[src/shared/mic_pkg.sv]
/*
 * Shared constants and types of the maskable interrupt control block.
 * Assumes a CPU sequencer on the same clock and an APB master on pclk.
 */
package mic_pkg;
	// ----------------------------------------
	// Register map (byte addresses)
	// ----------------------------------------
	localparam logic [7:0] ADDR_STATUS = 8'h00;
	localparam logic [7:0] ADDR_ENABLE = 8'h04;
	localparam logic [7:0] ADDR_PRIO = 8'h08;
	localparam logic [7:0] ADDR_OPTION = 8'h0c;
	localparam logic [7:0] ADDR_STATE = 8'h10;
	// ----------------------------------------
	// Field positions and reset values
	// ----------------------------------------
	localparam int PRIO_EN_BIT = 8;
	localparam int OPT_EDGE_BIT = 0;
	localparam int OPT_LOCK_BIT = 1;
	localparam int OPT_MASK_BIT = 8;
	localparam int STATE_BUSY_BIT = 8;
	localparam int CC_MASK_BIT = 4;
	localparam logic RST_MASK = 1'b1;
	localparam logic RST_EDGE_SEL = 1'b0;
	// Time-protected write window, in E-clock cycles
	localparam int EDGE_WINDOW_CYC = 64;
	// ----------------------------------------
	// Stack slots, in push order
	// ----------------------------------------
	localparam logic [3:0] SLOT_PC_LO = 4'h0;
	localparam logic [3:0] SLOT_PC_HI = 4'h1;
	localparam logic [3:0] SLOT_Y_LO = 4'h2;
	localparam logic [3:0] SLOT_Y_HI = 4'h3;
	localparam logic [3:0] SLOT_X_LO = 4'h4;
	localparam logic [3:0] SLOT_X_HI = 4'h5;
	localparam logic [3:0] SLOT_ACA = 4'h6;
	localparam logic [3:0] SLOT_ACB = 4'h7;
	localparam logic [3:0] SLOT_CC = 4'h8;

	typedef struct packed {
		logic [15:0] pc;
		logic [15:0] y;
		logic [15:0] x;
		logic [7:0] a;
		logic [7:0] b;
		logic [7:0] cc;
	} mic_cpu_regs_t;

	typedef enum logic [1:0] {
		MIC_IDLE,
		MIC_PUSH,
		MIC_VEC,
		MIC_PULL
	} mic_state_t;

	function automatic logic [7:0] mic_stack_byte(input mic_cpu_regs_t r, input logic [3:0] s);
		case (s)
			SLOT_PC_LO: return r.pc[7:0];
			SLOT_PC_HI: return r.pc[15:8];
			SLOT_Y_LO: return r.y[7:0];
			SLOT_Y_HI: return r.y[15:8];
			SLOT_X_LO: return r.x[7:0];
			SLOT_X_HI: return r.x[15:8];
			SLOT_ACA: return r.a;
			SLOT_ACB: return r.b;
			default: return r.cc;
		endcase
	endfunction
endpackage

[src/rtl/mic_ctrl.sv]
/*
 * Maskable interrupt control: global mask bit, priority select,
 * stacking and unstacking sequence, external request pin and
 * internal request flags, with an APB register slave.
 * Assumes the CPU sequencer shares pclk (the E clock) and that
 * the request pin is asynchronous to it.
 */
`timescale 1ns/100ps
module mic_ctrl #(
	parameter int NSRC = 20
) (
	input wire logic pclk, // E clock
	input wire logic presetn, // async reset
	input wire logic psel, // APB select
	input wire logic penable, // APB enable
	input wire logic pwrite, // APB direction
	input wire logic [7:0] paddr, // APB address
	input wire logic [31:0] pwdata, // APB write data
	output logic [31:0] prdata, // APB read data
	output logic pready, // APB ready
	output logic pslverr, // APB error
	input wire logic irq_n_pin, // external request pin
	input wire logic [NSRC-2:0] periph_event, // internal event pulses
	input wire logic instr_boundary, // instruction finishing
	input wire logic set_mask_instr, // set-mask executing
	input wire logic clear_mask_instr, // clear-mask executing
	input wire logic cc_load, // transfer to codes
	input wire logic [7:0] cc_load_data, // value transferred
	input wire logic return_from_service_instr, // start unstack
	input wire mic_pkg::mic_cpu_regs_t cpu_regs, // live registers
	output logic stack_wr, // push request
	output logic [7:0] stack_byte, // byte to push
	input wire logic stack_ack, // push done
	output logic unstack_rd, // pull request
	input wire logic [7:0] unstack_byte, // pulled byte
	input wire logic unstack_ack, // pull done
	output mic_pkg::mic_cpu_regs_t restored, // reloaded registers
	output logic restore_done, // unstack complete
	output logic vector_req, // vector fetch request
	output logic [4:0] vector_src, // source to vector
	input wire logic vector_ack, // vector fetched
	output logic seq_busy, // sequencer stalled
	output logic mask_bit, // global mask
	output logic int_out // unmasked source pending
);
	import mic_pkg::*;

	localparam int SW = 5;
	localparam logic [6:0] WIN_CNT = 7'(EDGE_WINDOW_CYC);

	mic_state_t st;
	logic [3:0] idx;
	logic clr_pend;
	logic pin_m, pin_s, pin_d;
	logic edge_sel, edge_lock, edge_pend;
	logic [6:0] win_cnt;
	logic [NSRC-1:1] flags;
	logic [NSRC-1:0] enable;
	logic [SW-1:0] prom_idx;
	logic prom_en;
	logic [SW-1:0] taken_src;
	mic_cpu_regs_t snap;
	logic ext_req, pin_fall;
	logic [NSRC-1:0] status_view, req_vec;
	logic any_req, take, set_any, clr_any;
	logic eff_mask, ret_go, push_last, pull_cc, pull_last;
	logic wr_en, rd_setup;
	logic [SW-1:0] sel;
	logic [3:0] pull_slot;

	// ----------------------------------------
	// External pin
	// ----------------------------------------
	always_ff @(posedge pclk or negedge presetn) begin
		if (!presetn) begin
			pin_m <= 1'b1;
			pin_s <= 1'b1;
			pin_d <= 1'b1;
		end else begin
			pin_m <= irq_n_pin;
			pin_s <= pin_m;
			pin_d <= pin_s;
		end
	end

	assign pin_fall = pin_d && !pin_s;

	// Edge latch: a new edge wins over the clear by vector fetch
	always_ff @(posedge pclk or negedge presetn) begin
		if (!presetn) begin
			edge_pend <= 1'b0;
		end else if (edge_sel && pin_fall) begin
			edge_pend <= 1'b1;
		end else if (vector_req && vector_ack && vector_src == '0) begin
			edge_pend <= 1'b0;
		end
	end

	// Level mode relies on the outside holding the pin low until served
	assign ext_req = edge_sel ? edge_pend : !pin_s;

	// ----------------------------------------
	// Time-protected edge select
	// ----------------------------------------
	always_ff @(posedge pclk or negedge presetn) begin
		if (!presetn) begin
			win_cnt <= '0;
		end else if (win_cnt != WIN_CNT) begin
			win_cnt <= win_cnt + 7'h01;
		end
	end

	always_ff @(posedge pclk or negedge presetn) begin
		if (!presetn) begin
			edge_sel <= RST_EDGE_SEL;
			edge_lock <= 1'b0;
		end else if (wr_en && paddr == ADDR_OPTION && !edge_lock && win_cnt != WIN_CNT) begin
			edge_sel <= pwdata[OPT_EDGE_BIT];
			edge_lock <= 1'b1;
		end
	end

	// ----------------------------------------
	// Internal flags and requests
	// ----------------------------------------
	// Event set wins over a write-one clear in the same cycle
	always_ff @(posedge pclk or negedge presetn) begin
		if (!presetn) begin
			flags <= '0;
		end else if (wr_en && paddr == ADDR_STATUS) begin
			flags <= (flags & ~pwdata[NSRC-1:1]) | periph_event;
		end else begin
			flags <= flags | periph_event;
		end
	end

	assign status_view = {flags, ext_req};
	// Pin needs no local enable
	assign req_vec = status_view & {enable[NSRC-1:1], 1'b1};
	assign any_req = |req_vec;
	assign int_out = any_req && !mask_bit;

	always_comb begin
		sel = '0;
		for (int i = NSRC - 1; i >= 0; i--) begin
			if (req_vec[i]) begin
				sel = SW'(i);
			end
		end
		if (prom_en && prom_idx < SW'(NSRC) && req_vec[prom_idx]) begin
			sel = prom_idx;
		end
	end

	// ----------------------------------------
	// Global mask
	// ----------------------------------------
	assign push_last = st == MIC_PUSH && stack_ack && idx == SLOT_CC;
	assign pull_cc = st == MIC_PULL && unstack_ack && idx == '0;
	assign pull_last = st == MIC_PULL && unstack_ack && idx == SLOT_CC;
	assign set_any = set_mask_instr || (cc_load && cc_load_data[CC_MASK_BIT])
		|| push_last || (pull_cc && unstack_byte[CC_MASK_BIT]);
	assign clr_any = clear_mask_instr || (cc_load && !cc_load_data[CC_MASK_BIT])
		|| (pull_cc && !unstack_byte[CC_MASK_BIT]);
	// Set acts in the same cycle, so nothing slips past it
	assign eff_mask = mask_bit || set_mask_instr || (cc_load && cc_load_data[CC_MASK_BIT]);

	always_ff @(posedge pclk or negedge presetn) begin
		if (!presetn) begin
			mask_bit <= RST_MASK;
			clr_pend <= 1'b0;
		end else if (set_any) begin
			mask_bit <= 1'b1;
			clr_pend <= 1'b0;
		end else if (clr_any) begin
			clr_pend <= 1'b1;
			// A clear already waiting still expires on time
			if (clr_pend) begin
				mask_bit <= 1'b0;
			end
		end else if (clr_pend) begin
			mask_bit <= 1'b0;
			clr_pend <= 1'b0;
		end
	end

	// ----------------------------------------
	// Response sequence
	// ----------------------------------------
	assign take = st == MIC_IDLE && instr_boundary && !eff_mask && any_req;
	assign ret_go = st == MIC_IDLE && !take && return_from_service_instr;
	assign pull_slot = SLOT_CC - idx;
	assign seq_busy = st != MIC_IDLE;
	assign stack_wr = st == MIC_PUSH;
	assign unstack_rd = st == MIC_PULL;
	assign vector_req = st == MIC_VEC;

	always_ff @(posedge pclk or negedge presetn) begin
		if (!presetn) begin
			st <= MIC_IDLE;
			idx <= '0;
		end else begin
			case (st)
				MIC_IDLE: begin
					idx <= '0;
					if (take) begin
						st <= MIC_PUSH;
					end else if (ret_go) begin
						st <= MIC_PULL;
					end
				end
				MIC_PUSH: begin
					if (stack_ack) begin
						idx <= idx + 4'h1;
						if (idx == SLOT_CC) begin
							st <= MIC_VEC;
						end
					end
				end
				MIC_VEC: begin
					if (vector_ack) begin
						st <= MIC_IDLE;
					end
				end
				default: begin
					if (unstack_ack) begin
						idx <= idx + 4'h1;
						if (idx == SLOT_CC) begin
							st <= MIC_IDLE;
						end
					end
				end
			endcase
		end
	end

	// Registers frozen at entry; stacked mask copy is the live one
	always_ff @(posedge pclk or negedge presetn) begin
		if (!presetn) begin
			snap <= '0;
			stack_byte <= '0;
			taken_src <= '0;
		end else if (take) begin
			snap <= cpu_regs;
			snap.cc[CC_MASK_BIT] <= mask_bit;
			stack_byte <= mic_stack_byte(cpu_regs, SLOT_PC_LO);
			taken_src <= sel;
		end else if (st == MIC_PUSH && stack_ack && idx != SLOT_CC) begin
			stack_byte <= mic_stack_byte(snap, idx + 4'h1);
		end
	end

	// Vector picked after the stacking; the entry pick taken_src is kept if no request remains
	always_ff @(posedge pclk or negedge presetn) begin
		if (!presetn) begin
			vector_src <= '0;
		end else if (push_last) begin
			vector_src <= any_req ? sel : taken_src;
		end
	end

	always_ff @(posedge pclk or negedge presetn) begin
		if (!presetn) begin
			restored <= '0;
			restore_done <= 1'b0;
		end else begin
			restore_done <= pull_last;
			if (st == MIC_PULL && unstack_ack) begin
				case (pull_slot)
					SLOT_PC_LO: restored.pc[7:0] <= unstack_byte;
					SLOT_PC_HI: restored.pc[15:8] <= unstack_byte;
					SLOT_Y_LO: restored.y[7:0] <= unstack_byte;
					SLOT_Y_HI: restored.y[15:8] <= unstack_byte;
					SLOT_X_LO: restored.x[7:0] <= unstack_byte;
					SLOT_X_HI: restored.x[15:8] <= unstack_byte;
					SLOT_ACA: restored.a <= unstack_byte;
					SLOT_ACB: restored.b <= unstack_byte;
					default: restored.cc <= unstack_byte;
				endcase
			end
		end
	end

	// ----------------------------------------
	// APB slave
	// ----------------------------------------
	// Zero wait states: read data is fetched in the setup cycle
	assign pready = 1'b1;
	assign wr_en = psel && penable && pwrite;
	assign rd_setup = psel && !penable;

	always_ff @(posedge pclk or negedge presetn) begin
		if (!presetn) begin
			enable <= '0;
			prom_idx <= '0;
			prom_en <= 1'b0;
		end else if (wr_en && paddr == ADDR_ENABLE) begin
			enable <= pwdata[NSRC-1:0];
		end else if (wr_en && paddr == ADDR_PRIO) begin
			prom_idx <= pwdata[SW-1:0];
			prom_en <= pwdata[PRIO_EN_BIT];
		end
	end

	always_ff @(posedge pclk or negedge presetn) begin
		if (!presetn) begin
			prdata <= '0;
			pslverr <= 1'b0;
		end else if (rd_setup) begin
			prdata <= '0;
			pslverr <= 1'b0;
			if (paddr == ADDR_STATUS) begin
				prdata[NSRC-1:0] <= status_view;
			end else if (paddr == ADDR_ENABLE) begin
				prdata[NSRC-1:0] <= enable;
			end else if (paddr == ADDR_PRIO) begin
				prdata[SW-1:0] <= prom_idx;
				prdata[PRIO_EN_BIT] <= prom_en;
			end else if (paddr == ADDR_OPTION) begin
				prdata[OPT_EDGE_BIT] <= edge_sel;
				prdata[OPT_LOCK_BIT] <= edge_lock || win_cnt == WIN_CNT;
				prdata[OPT_MASK_BIT] <= mask_bit;
			end else if (paddr == ADDR_STATE) begin
				prdata[SW-1:0] <= vector_src;
				prdata[STATE_BUSY_BIT] <= seq_busy;
			end else begin
				pslverr <= 1'b1;
			end
		end
	end
endmodule

[config.mk]
export PLATFORM = sky130hd
export DESIGN_NAME = mic_ctrl
export DESIGN_NICKNAME = d
export VERILOG_FILES = /design/src/shared/mic_pkg.sv /design/src/rtl/mic_ctrl.sv
export SDC_FILE = /design/constraint.sdc
export NUM_CORES = 1
export LEC_CHECK = 0
export ABC_AREA = 1
export BUFFER_PORTS_ARGS = -buffer_cell sky130_fd_sc_hd__buf_2
export CAP_MARGIN = 10
export CORE_ASPECT_RATIO = 0.7
export CORE_MARGIN = 5
export CORE_UTILIZATION = 27
export CTS_CLUSTER_DIAMETER = 50
export CTS_CLUSTER_SIZE = 25
export DETAILED_ROUTE_END_ITERATION = 10
export PLACE_DENSITY = 0.5
export REMOVE_ABC_BUFFERS = 1
export SETUP_SLACK_MARGIN = 0.05
export SYNTH_ARGS = -nofsm -noshare
export SYNTH_HDL_FRONTEND = slang
export SYNTH_SLANG_ARGS = --single-unit
[constraint.sdc]
create_clock -name pclk -period 6.1 [get_ports pclk]
set_input_delay 0.915 -clock pclk [delete_from_list [all_inputs] [get_ports pclk]]
set_output_delay 0.915 -clock pclk [all_outputs]
set_load 0.02 [all_outputs]
* Word level (Yosys, flattened, before mapping) *
Cells that the tools add are included.
W data, S select, Z words.

cells by class
  $add $sub $neg = 3
  $mul = 0
  divide/modulo/power cells = 0
  order comparisons = 2
  equality and inequality tests = 29
  shift-type cells = 0
  muxes and demuxes = 63
  bitwise gates (word level) = 8
  reduce and logical (&&, ||, !) cells = 74

operators with widths
  operator              number
  $mux W5               25
  $pmux W8 S8           1
  $or A19 B19 Y19       2
  $eq A4 B3 Y1 const B  8
  $logic_and A1 B1 Y1   31
  $and A20 B20 Y20      1
  $mux W20              1
  $reduce_and A2 Y1     10
  $reduce_or A20 Y1     1
  $and A19 B19 Y19      1
  $mux W19              1
  $not A19 Y19          1
  $mux W1               17
  $eq A4 B2 Y1 const B  4
  $eq A8 B4 Y1 const B  2
  $mux W2               8
  $mux W8               2
  $logic_not A4 Y1      3
  $pmux W4 S3           1
  $mux W11              1
  $eq A4 B1 Y1 const B  2
  $eq A8 B3 Y1 const B  1
  $eq A8 B5 Y1 const B  1
  $logic_not A1 Y1      8
  other kinds (28)      46

storage, ports and cells
  register bits after elaboration = 250
  latch bits = 0
  bits in writable memories = 0
  bits in read-only memories = 0
  input bits = 161
  output and inout bits = 126
  word-level logic and storage cells = 215
  memories = 0

* Logic depth before layout (Yosys ltp) *
  depth in word-level cells = 25
  mapped depth = 24
  gate-level depth less buffers = 24

* Worst setup path before layout *
Ideal clock, no wire load.

  path kind = input to register
  from = in paddr[7]
  to = reg prdata[10]
  library setup time = 0.077 ns
  data arrival time = 2.245 ns
  data required time = 6.023 ns
  slack = 3.778 ns
  stages = 8
  path buffers = 2
  cells stage by stage = or2_1 -> nor3_1 -> inv_2 -> nor4_1 -> buf_2 -> buf_2 -> nand2_1 -> a21oi_1

on the way
  longest elaborated chain between the ends = 3
  elaborated cells on any way between the ends = 4
  classes of those cells = eq/ne: 1; mux: 2; reduce/logical: 1

RTL lines
  item                            RTL line         RTL
  start: declaration              mic_ctrl.sv:17   input wire logic [7:0] paddr,
  $eq A8 B3 Y1                    mic_ctrl.sv:314  end else if (paddr == ADDR_ENABLE) begin
  $mux W11                        mic_ctrl.sv:314
  $mux W20 (*)                    mic_ctrl.sv:312  if (paddr == ADDR_STATUS) begin
  end signal: indexed assignment  mic_ctrl.sv:313  prdata[NSRC-1:0] <= status_view;
  end signal: indexed assignment  mic_ctrl.sv:315  prdata[NSRC-1:0] <= enable;
  end signal: indexed assignment  mic_ctrl.sv:317  prdata[SW-1:0] <= prom_idx;
  end: declaration                mic_ctrl.sv:19   output logic [31:0] prdata,

Mark *: on every way between the ends. The rest lies on a longest branch, timed or not.
A chain may end at the register's enable or synchronous reset.

* Worst setup path after layout *
  from = reg pin_s
  to = out int_out

on the way
  longest elaborated chain between the ends = 5

RTL lines
  item                      RTL line         RTL
  start: declaration        mic_ctrl.sv:54   logic pin_m, pin_s, pin_d;
  start signal: assignment  mic_ctrl.sv:81   pin_s <= pin_m;
  $logic_not A1 Y1          mic_ctrl.sv:100  assign ext_req = edge_sel ? edge_pend : !pin_s;
  $mux W1                   mic_ctrl.sv:100
  $and A20 B20 Y20          mic_ctrl.sv:139  assign req_vec = status_view & {enable[NSRC-1:1], 1'b1};
  $reduce_or A20 Y1         mic_ctrl.sv:140  assign any_req = |req_vec;
  $logic_and A1 B1 Y1       mic_ctrl.sv:141  assign int_out = any_req && !mask_bit;
  end: declaration          mic_ctrl.sv:44   output logic int_out

Every way passes these cells.

==> results.md <==
- Synth cell types: between 40 and 50
- All-Layer GR Usage: around 15%
- Clock Latency Late Sink: around 0.57 ns
- TNS Setup: 0 ns
- First-pass GRT wire length: between 50 and 60 mm
- Syn-to-layout area delta: 25.9%
- Num Clock Sinks: 250
- Initial antenna violation count: 2
- Vias in the first global route: about 9400
- Number of synthesized register bits: 250
- IO Port Bufs: roughly 250
- Most common cell after layout, fill and taps aside: nand2_1
- Total Routed Length: about 35 mm
- Seq/Total Area, Yosys: 56.3%
- Setup crit end kind: primary output
- # H-tree levels: 1
- TritonCTS Buffers: 28
- Mapped Area: between 10000 and 15000 sq um
- Initial DRC Count: 648
- Fmax achieved: around 300 MHz
- Die width: roughly 250 um
- Crit path DAT: ~2.4 ns
- Layout Utilization: roughly 34%
- Leakage power: around 7.2 nW
- Post-CTS setup buffers: 0
- Nets: around 1800
- IR drop worst, VDD: 0.177 mV
- Setup CP Type: flip-flop to primary output
- Clk pin slew, worst setup/hold paths: 0.08 ns
- Chip height: ~180 um
- Std cell rows: 62
- Most frequent cells in the layout: nand2_1, buf_2, dfrtp_1, o21ai_0, inv_1
- Relative slew slack: roughly a quarter
- PostCTS Resize Cnt: 0
- Via Count: slightly below 10000
- Die area: about 45000 sq um
- GP Congestion: ~0.88
- Final hold vios: 0
- IO Pins: around 290
- TritonCTS clock tree: yes
- Final ANT Viol Nets: 0
- RSZ-0062 raised after global routing: false
- Final Cycle Share: 53.6%
- Max Cap Viol: 0
- Slew Viols, Final: 0
- DP HPWL: between 20 and 30 mm
- Remaining DRCs: 0
- CP Launch Type: flip-flop
- Worst hold path class: input pin to asynchronous set/reset pin
- Tmin final: around 3.3 ns
- Avg Cell Area, Syn: 8.31 sq um
- Filler cells: ~4400
- Final setup viols: 0
- Starting Density: between 20% and 30%
- Tot Pwr: 5.34 mW
- Worst EP required: roughly 5.2 ns
- Status: complete, no violations
- Tightest Pin Transition: around 1.1 ns
- Grt total ovfl: 0
- Syn. warnings: 0
- Power per cell area: 382 nW/um^2
- Clock skew: between 0.02 and 0.03 ns
- Layout cells sized above 1: between 20% and 30%
- WL per Instance: 16.4 um
- Mapped Cells: between 1000 and 1500
- Vias per inst: 4.54
- CP max FO: 5
- Placeable Area: 40900 sq um
- Largest net degree at the start of global routing: approximately 110
- CTS Buffer Depth: 3
- Cts-stage hold buffer count: 0
- Drt pass-1 iters: 5
- Root buffer cell: clkbuf_16
[worst max-delay path, stage by stage, from the launching register on]
cell and delay (ns):
dfstp_2 0.55, nor2_1 0.05, a21oi_2 0.29, nand3_2 0.13
nor3_2 0.22, nand3_2 0.23, nand2_1 0.11, inv_1 0.05
buf_2 0.15
[power breakdown]
part / total (mW) / switching (mW) / internal, mW
sequential: 2.16 / 0.180 / 1.98
clock: 1.87 / 0.850 / 1.02
combinational: 1.31 / 0.872 / 0.437
[cell usage after synthesis (all sizes together)]
| cell type | n | area (sq um) |
|---|---|---|
| nand2 | 468 | 1760 |
| dfrtp | 246 | 6160 |
| o21ai | 172 | 861 |
| inv | 135 | 507 |
| nor2 | 83 | 312 |
| a21oi | 43 | 223 |
| clkbuf | 36 | 135 |
| nand3 | 30 | 160 |
| buf | 23 | 150 |
| a31oi | 12 | 75.1 |
| nand4 | 12 | 75.1 |
| o211ai | 11 | 82.6 |
| ha | 8 | 100 |
| o22ai | 7 | 43.8 |
| nor3 | 6 | 35.0 |
| nor4 | 6 | 43.8 |
| xor2 | 6 | 52.6 |
| a211oi | 5 | 37.5 |
| a221oi | 5 | 43.8 |
| dfstp | 4 | 105 |
| conb | 2 | 7.51 |
| o221ai | 2 | 17.5 |
| o311ai | 2 | 17.5 |
| o41ai | 2 | 17.5 |
| xnor2 | 2 | 17.5 |
| a2111oi | 1 | 8.76 |
| a21boi | 1 | 7.51 |
| a32o | 1 | 10.0 |
| mux2 | 1 | 11.3 |
| nand3b | 1 | 7.51 |
| nor3b | 1 | 7.51 |
| o2111ai | 1 | 8.76 |
| o21bai | 1 | 7.51 |
| or2 | 1 | 6.26 |
[layout make-up]
class	instances	area [sq um]	share of cell area [%]
inverters	135	507	3.62
clock inverters	22	324	2.32
flip-flops and latches	250	6260	44.7
multi-input cells	904	4110	29.4
diodes	1	2.50	0.0179
clock buffers	30	729	5.21
repair buffers	263	1380	9.84
well taps	544	681	4.86
[path summary, 6_finish.rpt]
kind	slack, ns	start	depth (start not counted)	end
worst max register to register	3.18	idx[0]	10	stack_byte[2]
worst min-delay path	0.29	presetn	1	enable[13]
min in group pclk	0.36	pin_m	0	pin_s
worst max-delay path	2.83	pin_s	8	int_out
max in group asynchronous	4.45	presetn	2	restored[20]
worst min register to register	0.36	pin_m	0	pin_s
[per-stage QoR]
step	hold slack [ns]	cells	setup WS (ns)	area, sq um
after floorplan	0.345	1289	1.76	10900
after global placement	0.348	2096	2.28	12900
after detailed placement	0.352	2096	2.29	12900
after CTS	0.283	2148	2.76	14000
after global routing	0.312	2149	2.65	14000
final	0.293	2149	2.83	14000
[registers in the layout, indices dropped and copies added (netlist names), 7 cells and up]
register    flops
prdata         20
win_cnt         7
snap           72
restored       72
stack_byte      8
flags          19
enable         20
[kinds of logic (layout without fill, tap and decap cells)]
kind of cell	after synthesis	count (layout)	share of synthesized area [%]
DFF	250	250	56.3
AOI/OAI and AO/OA	266	266	13.1
xor gates and xnor gates	8	8	0.630
and+or+nand+nor	608	608	21.7
muxes	1	1	0.101
other	2	14	0.0676
adders and majority gates	8	8	0.901
buffers and inverters	194	450	7.13
[layer usage]
layer	track usage [%]	part of all wire [%]	wire length (um)
met1	22.1	47	16700
met2	23.2	45	15900
met3	2.43	5.6	1970
met4	2.97	2.0	706
met5	0	0	0
Note: power is estimated with default switching activity, not from simulation.
